## src/selk_pkg.sv

```systemverilog
// Shared constants for the sensor lock and datapath block
package selk_pkg;
    // Programmer command addresses
    localparam logic [2:0] ADDR_CUST_I   = 3'h0;
    localparam logic [2:0] ADDR_CUST_II  = 3'h1;
    localparam logic [2:0] ADDR_PROD_A   = 3'h2;
    localparam logic [2:0] ADDR_PROD_B   = 3'h3;
    localparam logic [2:0] ADDR_DIG_OUT  = 3'h4;
    // Customer register I layout
    localparam int SENS_LSB   = 8;
    localparam int OFFSET_LSB = 0;
    // Customer register II layout
    localparam int MRANGE_LSB = 0;
    localparam int TC_LSB     = 3;
    localparam int TCSQ_LSB   = 8;
    localparam int OFFSET_ALIGNMENT_SELECT_BIT   = 13;
    localparam int LOCK_BIT   = 14;
    localparam logic [15:0] CUST_II_MASK = 16'h7FFF;
    // Erased values
    localparam logic [15:0] CUST_ERASED  = 16'h0000;
    localparam logic [15:0] WORD_ZERO    = 16'h0000;
    // Datapath widths and limits
    localparam int SENS_FRAC = 6;
    localparam int OFFSET_ALIGNMENT_SELECT_SHIFT = 2;
    localparam logic signed [9:0] OUT_MAX = 10'sh1FF;
    localparam logic signed [9:0] OUT_MIN = -10'sh200;
endpackage

```

## src/selk_dp_if.sv

```systemverilog
// Carrier between the register bank and the processing path
`timescale 1ns/1ps
interface selk_dp_if;
    logic signed [7:0]  sens;
    logic signed [7:0]  offset;
    logic               offset_alignment_select;
    logic signed [9:0]  adc_value;
    logic [15:0]        result;
    logic               overflow;
    modport bank (output sens, output offset, output offset_alignment_select,
                  output adc_value, input result, input overflow);
    modport path (input sens, input offset, input offset_alignment_select,
                  input adc_value, output result, output overflow);
endinterface

```

## src/selk_datapath.sv

```systemverilog
// Offset and sensitivity arithmetic with saturation
`timescale 1ns/1ps
module selk_datapath (
    input  wire logic  clk,
    input  wire logic  sys_rst,
    input  wire logic  ce,
    selk_dp_if.path    dp
);
    typedef struct packed {
        logic [15:0] result;
        logic        overflow;
    } selk_dp_s;

    selk_dp_s          st_reg;
    selk_dp_s          st_next;
    logic signed [10:0] off_ext;
    logic signed [11:0] diff;
    logic signed [19:0] prod;
    logic signed [13:0] scaled;

    // Scale offset, subtract, multiply, saturate to ten bits
    always_comb begin
        st_next = st_reg;
        off_ext = dp.offset_alignment_select ?
                  (11'(dp.offset) <<< selk_pkg::OFFSET_ALIGNMENT_SELECT_SHIFT) : 11'(dp.offset);
        diff    = 12'(dp.adc_value) - 12'(off_ext);
        prod    = 20'(diff) * 20'(dp.sens);
        scaled  = 14'(prod >>> selk_pkg::SENS_FRAC);
        if (scaled > 14'(selk_pkg::OUT_MAX)) begin
            st_next.result   = 16'(selk_pkg::OUT_MAX);
            st_next.overflow = 1'b1;
        end else if (scaled < 14'(selk_pkg::OUT_MIN)) begin
            st_next.result   = 16'(selk_pkg::OUT_MIN);
            st_next.overflow = 1'b1;
        end else begin
            st_next.result   = 16'(scaled);
            st_next.overflow = 1'b0;
        end
    end

    // State register
    always_ff @(posedge clk) begin
        if (sys_rst) begin
            st_reg <= '0;
        end else if (ce) begin
            st_reg <= st_next;
        end
    end

    assign dp.result   = st_reg.result;
    assign dp.overflow = st_reg.overflow;

    a_result_sign: assert property (@(posedge clk) disable iff (sys_rst)
        dp.result[15:10] == {6{dp.result[9]}})
        else $error("Result upper bits not sign extension");
    a_zero_sens: assert property (@(posedge clk) disable iff (sys_rst)
        (ce && dp.sens == 8'sh00) |=> (dp.result == selk_pkg::WORD_ZERO))
        else $error("Zero sensitivity gave nonzero result");
    a_unity_path: assert property (@(posedge clk) disable iff (sys_rst)
        (ce && dp.sens == 8'sh40 && !dp.offset_alignment_select
         && dp.adc_value == 10'sh000) |=> (dp.result == 16'(-$past(11'(dp.offset)))))
        else $error("Quarter scale offset not applied");
endmodule

```

## src/selk_top.sv

```systemverilog
// Customer register bank with deferred permanent lock
// Behaviour
// - Once lock is active, every customer register write is refused.
// - Reads keep working and return every register after locking.
// - Setting the lock flag blocks writes only after the next power cycle.
// - The lock flag, once set, is never cleared by command or reset.
// - Two read-only sixteen bit production registers are readable.
// - Output equals sensitivity times (input minus offset).
// - Offset and sensitivity are eight bit two's complement values.
// - Alignment select one gives full-range offset, zero gives quarter range.
// - Sensitivity code spans multipliers from minus two to just under plus two.
// - Result register is sixteen bits, ten low bits hold signed value.
`timescale 1ns/1ps
module selk_top (
    input  wire logic              clk,
    input  wire logic              sys_rst,
    input  wire logic              ce,
    input  wire logic              prod_load,
    input  wire logic [15:0]       prod_data_a,
    input  wire logic [15:0]       prod_data_b,
    input  wire logic signed [9:0] adc_value,
    input  wire logic              cmd_valid,
    input  wire logic              cmd_write,
    input  wire logic [2:0]        cmd_addr,
    input  wire logic [15:0]       cmd_wdata,
    output logic                   rsp_valid,
    output logic                   rsp_refused,
    output logic [15:0]            rsp_rdata,
    output logic                   lock_active,
    output logic                   dsp_overflow
);
    typedef struct packed {
        logic [15:0] cust_i;
        logic [15:0] cust_ii;
        logic [15:0] prod_a;
        logic [15:0] prod_b;
        logic        lock_active;
        logic        rsp_valid;
        logic        rsp_refused;
        logic [15:0] rsp_rdata;
    } selk_bank_s;

    selk_bank_s st_reg;
    selk_bank_s st_next;
    logic       wr_req;
    logic       rd_req;
    logic       flag_stored;

    selk_dp_if dp ();

    selk_datapath u_path (
        .clk     (clk),
        .sys_rst (sys_rst),
        .ce      (ce),
        .dp      (dp.path)
    );

    // Feed stored parameters to the processing path
    assign dp.sens   = st_reg.cust_i[selk_pkg::SENS_LSB +: 8];
    assign dp.offset = st_reg.cust_i[selk_pkg::OFFSET_LSB +: 8];
    assign dp.offset_alignment_select = st_reg.cust_ii[selk_pkg::OFFSET_ALIGNMENT_SELECT_BIT];
    assign dp.adc_value = adc_value;

    assign flag_stored = st_reg.cust_ii[selk_pkg::LOCK_BIT];
    assign wr_req      = cmd_valid && cmd_write;
    assign rd_req      = cmd_valid && !cmd_write;

    // Command decode, write gating and read mux
    always_comb begin
        st_next             = st_reg;
        st_next.rsp_valid   = cmd_valid;
        st_next.rsp_refused = 1'b0;
        st_next.rsp_rdata   = selk_pkg::WORD_ZERO;
        if (rd_req) begin
            unique case (cmd_addr)
                selk_pkg::ADDR_CUST_I:  st_next.rsp_rdata = st_reg.cust_i;
                selk_pkg::ADDR_CUST_II: st_next.rsp_rdata = st_reg.cust_ii;
                selk_pkg::ADDR_PROD_A:  st_next.rsp_rdata = st_reg.prod_a;
                selk_pkg::ADDR_PROD_B:  st_next.rsp_rdata = st_reg.prod_b;
                selk_pkg::ADDR_DIG_OUT: st_next.rsp_rdata = dp.result;
                default:                st_next.rsp_refused = 1'b1;
            endcase
        end else if (wr_req) begin
            if (st_reg.lock_active) begin
                st_next.rsp_refused = 1'b1;
            end else begin
                unique case (cmd_addr)
                    selk_pkg::ADDR_CUST_I: st_next.cust_i = cmd_wdata;
                    selk_pkg::ADDR_CUST_II: begin
                        // Flag only ORs in, never clears; latch untouched here
                        st_next.cust_ii = cmd_wdata & selk_pkg::CUST_II_MASK;
                        st_next.cust_ii[selk_pkg::LOCK_BIT] =
                            flag_stored | cmd_wdata[selk_pkg::LOCK_BIT];
                    end
                    default: st_next.rsp_refused = 1'b1;
                endcase
            end
        end
        // Factory initialisation of production words and erased array
        if (prod_load) begin
            st_next.prod_a  = prod_data_a;
            st_next.prod_b  = prod_data_b;
            st_next.cust_i  = selk_pkg::CUST_ERASED;
            st_next.cust_ii = selk_pkg::CUST_ERASED;
        end
    end

    // State register; power-on keeps array and copies flag to latch
    always_ff @(posedge clk) begin
        if (sys_rst) begin
            st_reg.lock_active <= flag_stored && !prod_load;
            st_reg.rsp_valid   <= 1'b0;
            st_reg.rsp_refused <= 1'b0;
            st_reg.rsp_rdata   <= selk_pkg::WORD_ZERO;
            // Factory initialisation may also happen under power-on
            if (prod_load) begin
                st_reg.prod_a  <= prod_data_a;
                st_reg.prod_b  <= prod_data_b;
                st_reg.cust_i  <= selk_pkg::CUST_ERASED;
                st_reg.cust_ii <= selk_pkg::CUST_ERASED;
            end
        end else if (ce) begin
            st_reg <= st_next;
        end
    end

    assign rsp_valid    = st_reg.rsp_valid;
    assign rsp_refused  = st_reg.rsp_refused;
    assign rsp_rdata    = st_reg.rsp_rdata;
    assign lock_active  = st_reg.lock_active;
    assign dsp_overflow = dp.overflow;

    a_locked_refuse: assert property (@(posedge clk) disable iff (sys_rst)
        (ce && wr_req && st_reg.lock_active && !prod_load) |=>
        (rsp_refused && st_reg.cust_i == $past(st_reg.cust_i)
         && st_reg.cust_ii == $past(st_reg.cust_ii)))
        else $error("Write accepted while locked");
    a_locked_read: assert property (@(posedge clk) disable iff (sys_rst)
        (ce && rd_req && cmd_addr == selk_pkg::ADDR_CUST_I && lock_active
         && !prod_load) |=> (rsp_valid && !rsp_refused
         && rsp_rdata == $past(st_reg.cust_i)))
        else $error("Read failed while locked");
    a_lock_deferred: assert property (@(posedge clk)
        (!sys_rst && !$past(sys_rst)) |-> (lock_active == $past(lock_active)))
        else $error("Lock latch changed without power cycle");
    a_flag_sticky: assert property (@(posedge clk) disable iff (sys_rst)
        (flag_stored && !prod_load) |=> flag_stored)
        else $error("Stored lock flag cleared");
    a_prod_readonly: assert property (@(posedge clk) disable iff (sys_rst)
        (ce && wr_req && cmd_addr == selk_pkg::ADDR_PROD_A && !prod_load) |=>
        (rsp_refused && st_reg.prod_a == $past(st_reg.prod_a)))
        else $error("Production register altered");
    a_poweron_copy: assert property (@(posedge clk)
        sys_rst |=> (lock_active == $past(flag_stored && !prod_load)))
        else $error("Power-on did not copy lock flag");
    a_unlocked_write: assert property (@(posedge clk) disable iff (sys_rst)
        (ce && wr_req && !lock_active && cmd_addr == selk_pkg::ADDR_CUST_I
         && !prod_load) |=> (st_reg.cust_i == $past(cmd_wdata) && !rsp_refused))
        else $error("Unlocked write not stored");
    a_sens_route: assert property (@(posedge clk) disable iff (sys_rst)
        dp.sens == st_reg.cust_i[15:8])
        else $error("Sensitivity field misrouted");
endmodule

```

## config.mk

```make
export PLATFORM = sky130hd
export DESIGN_NAME = selk_top
export DESIGN_NICKNAME = d
export VERILOG_FILES = /design/src/selk_pkg.sv /design/src/selk_dp_if.sv /design/src/selk_datapath.sv /design/src/selk_top.sv
export SDC_FILE = /design/constraint.sdc
export NUM_CORES = 1
export LEC_CHECK = 0
export ABC_AREA = 0
export BUFFER_PORTS_ARGS = -buffer_cell sky130_fd_sc_hd__buf_2
export CORE_MARGIN = 8
export CORE_UTILIZATION = 40
export DETAILED_ROUTE_END_ITERATION = 10
export PLACE_DENSITY_LB_ADDON = 0.15
export SKIP_LAST_GASP = 1
export SLEW_MARGIN = 15
export SYNTH_ARGS = -nofsm -noshare
export SYNTH_HDL_FRONTEND = slang
export SYNTH_HIERARCHICAL = 1
export SYNTH_SLANG_ARGS = --single-unit
export TNS_END_PERCENT = 10
```

## constraint.sdc

```tcl
create_clock -name clk -period 10.4 [get_ports clk]
set_input_delay 1.56 -clock clk [delete_from_list [all_inputs] [get_ports clk]]
set_output_delay 1.56 -clock clk [all_outputs]
set_load 0.05 [all_outputs]
```

# == Yosys cells after proc, flatten, opt, wreduce, memory -nomap -nowiden ==
# Index checks and enable logic that the tools add are counted.
# totals
input_bits,67
output_inout_bits,20
wordCells,56
regBits,100
# classes
multipliers,1
eq_ne,7
mux,19
add_sub_neg,1
n_bitwise,1
magnitude_cmp,2
reduce_logical,15
# op_table
op,n
$mux 83,2
$mux 64,2
$mux 32,3
$pmux 16 s5,1
$mux 16,3
$mux 17,2
$mul 12x8->20,1
$gt 14x10->1 const B,1
$lt 14x10->1 const B,1
$reduce_and 6->1,2
$sub 10x10->11,1
$mux 9,1
$reduce_bool 2->1,4
$eq 3x2->1 const B,2
$mux 1,5
$reduce_or 5->1,1
$ne 2x2->1 const B,2
$eq 3x1->1 const B,1
$eq 3x3->1 const B,1
$logic_and 1x1->1,3
$logic_not 3->1,1
$logic_not 1->1,2
$ne 2x1->1 const B,1
$reduce_and 2->1,1
other kinds (2),2

# == Depth between registers and ports, before layout ==
# depth
ltp_word,8
depth_mapped,34
depth_no_buf,32

# == By module ==
# The synthesis kept the hierarchy.
# modules_own_cells
mod,area_per_inst_um2,seq_area_each_um2,cells_each,instances
selk_datapath,4390.5,280.3,504,1
selk_top,3888.7,2282.2,318,1

# == Worst setup path before layout ==
# No wires, ideal clock.
# synth_path
path_type,input -> register
startpoint,input adc_value[0]
endpoint,"register u_path.st_reg, in the netlist u_path/dp.result[9]"
path_buffers,1
required_ps,10303
t_arrival_ps,7962
cell_stages,32
path_slack_ps,2341
cell_sequence,inv_1 > ha_1 > inv_1 > fa_1 > a21o_1 > a21oi_1 > o21ai_0 > a21oi_1 > o21ai_1 > a211oi_2 > a21oi_2 > nand2b_1 > fa_1 > inv_1 > fa_1 > fa_1 > inv_1 > fa_1 > inv_1 > ha_1 > buf_4 > a21oi_2 > o211ai_1 > a21oi_1 > o31ai_4 > xnor2_2 > nor2_1 > nand3_1 > ha_1 > inv_1 > and2_1 > o41ai_4
# synth_between
elab_chain_len,5
elab_cells_between_ends,6
classes_between,add/sub: 1; mul: 1; order compare: 2; mux: 2
# synth_lines
item,line_no,rtl
"start, declared",selk_top.sv:21,"input wire logic signed [9:0] adc_value,"
$sub 10x10->11 (*),selk_datapath.sv:26,diff = 12'(dp.adc_value) - 12'(off_ext);
$mul 12x8->20 (*),selk_datapath.sv:27,prod = 20'(diff) * 20'(dp.sens);
$lt 14x10->1,selk_datapath.sv:32,end else if (scaled < 14'(selk_pkg::OUT_MIN)) begin
$mux 17,selk_datapath.sv:32,
$mux 17 (*),selk_datapath.sv:29,if (scaled > 14'(selk_pkg::OUT_MAX)) begin
"end signal, assigned",selk_datapath.sv:46,st_reg <= st_next;
"end, declared",selk_datapath.sv:14,selk_dp_s st_reg;
# Mark *: on every way between the ends. The rest lies on a longest branch, timed or not.
# A chain may end at the register's enable or synchronous reset.

# == Worst setup path after layout ==
# Same ends and word-level chain as after synthesis.

==> results.yml <==
run_status:
  status: "finished, final reports clean"
cts:
  clk_pin_slew_worst_paths_ns: 0.07
  numCtsBuffers: 9
  htree_levels: 3
  root_buffer: "clkbuf_16"
  postCtsHoldBufs: 0
  clock-sinks: 96
  cts_tree: "done"
  postCtsResizedCells: 0
  clockBufferDepth: 2
  cts_setup_buffers: 0
  clkLatencyLatePin_ns: 0.34
sta:
  fin_crit_ns: 8.55
  max_freq_mhz: 117
  worst_pin_slew_ns: 1.13
  finalSetupViolations: 0
  hold_viol_final: 0
  fin_tns_setup_ns: 0
  slew_violations: 0
  clock_skew_ns: 0.00816
  period_share_pct: 82.2
  rsz0062_at_grt: "no"
  relSlewSlack_pct: 24.2
worst_setup_path:
  critPathMaxStageDelay_ns: 0.59
  critPathSlowestCell: "fa_1"
  r2r_start: "dp.offset_alignment_select"
  worst_setup_path_start_kind: "primary input"
  endpoint_kind: "flop"
  cp.arrival_ns: 8.79
  cp_max_fo: 8
  criticalPathCategory: "primary input to flop"
  crit_top_cell: "inv_1"
  r2r-end: "u_path/dp.result[9]"
  cp.required_ns: 10.64
  reg2reg_slack_ns: 2.33
  rr_worst_depth: 31
cells_and_area:
  fin_nets: 1054
  antenna_cells: 0
  finalCoreUtilization_pct: 44.8
  nFillCells: 2029
  area_growth_pct: 9.91
  final_cell_area_um2: 9100
  largest_register_ffs: 45
  drive_gt1_share_pct: 16.2
  layout.cells.non_filler: 1146
routing:
  drc: 0
  vias: 5787
  first_iter_violations: 328
  viasPerCell: 5.05
  wl_um: 19600
  ant_nets: 0
  dr.pass1.iters: 4
  wl_per_cell_um: 17.1
global_routing:
  grt_usage_pct: 15.8
  grt_pass1_vias: 6151
  grt.overflow.total: 0
  grt_max_degree: 47
  grt_pass1_wl_um: 32700
  antenna_found_initial: 0
placement:
  dp_hpwl_um: 15100
  post_dp_cell_area_um2: 8780
  dpl.cell_count: 1130
  gp_congestion: 0.837
  io_buffer_count: 86
logic_synthesis:
  ys_seq_elements: 96
  ys_types: 65
  syn-instance-count: 822
  synth_nets: 1005
  avgSynthCellArea_um2: 10.1
  synth_edf_count: 64
  yosysSeqAreaShare_pct: 31.0
  synthArstFlopShare_pct: 0
  synth_ff_type: "edfxtp_1"
  syn_area_um2: 8280
  ys_warn_count: 6
floorplanning:
  die_x_um: 160
  die_y_um: 160
  core_um2: 20300
  design.die.area_um2: 25600
  ios: 87
  initial_core_util_pct: 40.8
  row_count: 52
run:
  cap_viol_max_count: 0
hold_path:
  worstHoldStart: "rsp_valid"
  min_path_type: "flop to flop"
  hold_depth: 2
  hold_end: "rsp_valid"
-- placed cells by master (no fill, tap or decap), types with 8 or more instances in the layout --
master / n
nand3b_1: 13
edfxtp_1: 64
fa_1: 72
a211oi_2: 13
a21oi_1: 34
nor2_1: 45
mux2i_1: 36
nor3_1: 8
inv_1: 108
clkbuf_16: 9
nand2_1: 28
buf_2: 86
xnor2_1: 17
nand2b_1: 19
and2_1: 66
a211oi_1: 9
nor2b_1: 44
ha_1: 44
dfxtp_1: 32
o21ai_0: 35
-- Yosys cell counts (all sizes together) (4+ instances only) --
cell type,n,area share [%]
o22ai,7,0.53
fa,72,17
dfxtp,32,7.7
nand3b,13,1.2
buf,31,2.7
a211oi,22,2.8
xnor2,18,2.0
nor2b,44,3.3
nor3b,4,0.36
nand2b,19,1.4
inv,109,4.9
ha,44,6.6
o31ai,4,0.70
nor3,11,0.92
edfxtp,64,23
nor2,47,2.3
clkbuf,22,1.0
a21oi,37,2.3
xor2,6,0.63
o21ai,41,2.5
nand2,29,1.3
and2,66,5.0
o21a,4,0.38
mux2i,36,4.4
nand3,8,0.54
-- per-layer routing --
layer,global-route usage [%],part of all wire (%)
met3,2.83,4.0
met2,26.4,47
met4,2.21,0.46
met5,0,0
met1,21.4,48
-- how the worst max path moves through the flow --
stage	startpoint	endpoint	slack [ns]	depth (start not counted)
floorplan	adc_value[0]	u_path/dp.result[9]	2.34	32
global placement	adc_value[0]	u_path/dp.result[9]	1.49	31
detailed placement	adc_value[0]	u_path/dp.result[9]	1.53	32
CTS	adc_value[0]	u_path/dp.result[9]	1.82	32
global route	adc_value[0]	u_path/dp.result[8]	1.25	31
finish	adc_value[0]	u_path/dp.result[9]	1.85	32
-- per-stage QoR --
step           setup WS (ns)  hold slack (ns)
2_1_floorplan           2.34            0.450
3_3_place_gp            1.49            0.454
3_5_place_dp            1.53            0.454
4_1_cts                 1.82            0.464
5_1_grt                 1.25            0.514
6_report                1.85            0.463
-- cells by family after synthesis --
family	share of synthesized area, %
AOI/OAI and AO/OA	11.9
xor gates and xnor gates	2.63
adders and majority gates	24.1
buffers and inverters	8.72
DFF	31.0
muxes	4.49
and+or+nand+nor	17.3
-- final cells by class --
type	count	area [um2]	area share, %
multi-input cells	563	5000	54.9
flip-flops and latches	96	2560	28.2
repair buffers	91	468	5.14
inverters	110	413	4.54
well taps	270	338	3.71
clock buffers	9	225	2.47
clock inverters	7	95.1	1.04
-- worst max-delay path, delay by kind of cell --
family	cells	cell delay, ns
simple gates	4	0.65
xor+xnor	1	0.17
buf+inv	7	0.61
fa+ha+maj	8	3.57
compound gates	12	2.23
Power is not shown: default switching activity piles up to over one toggle a cycle in this logic, so the estimate is an artifact.
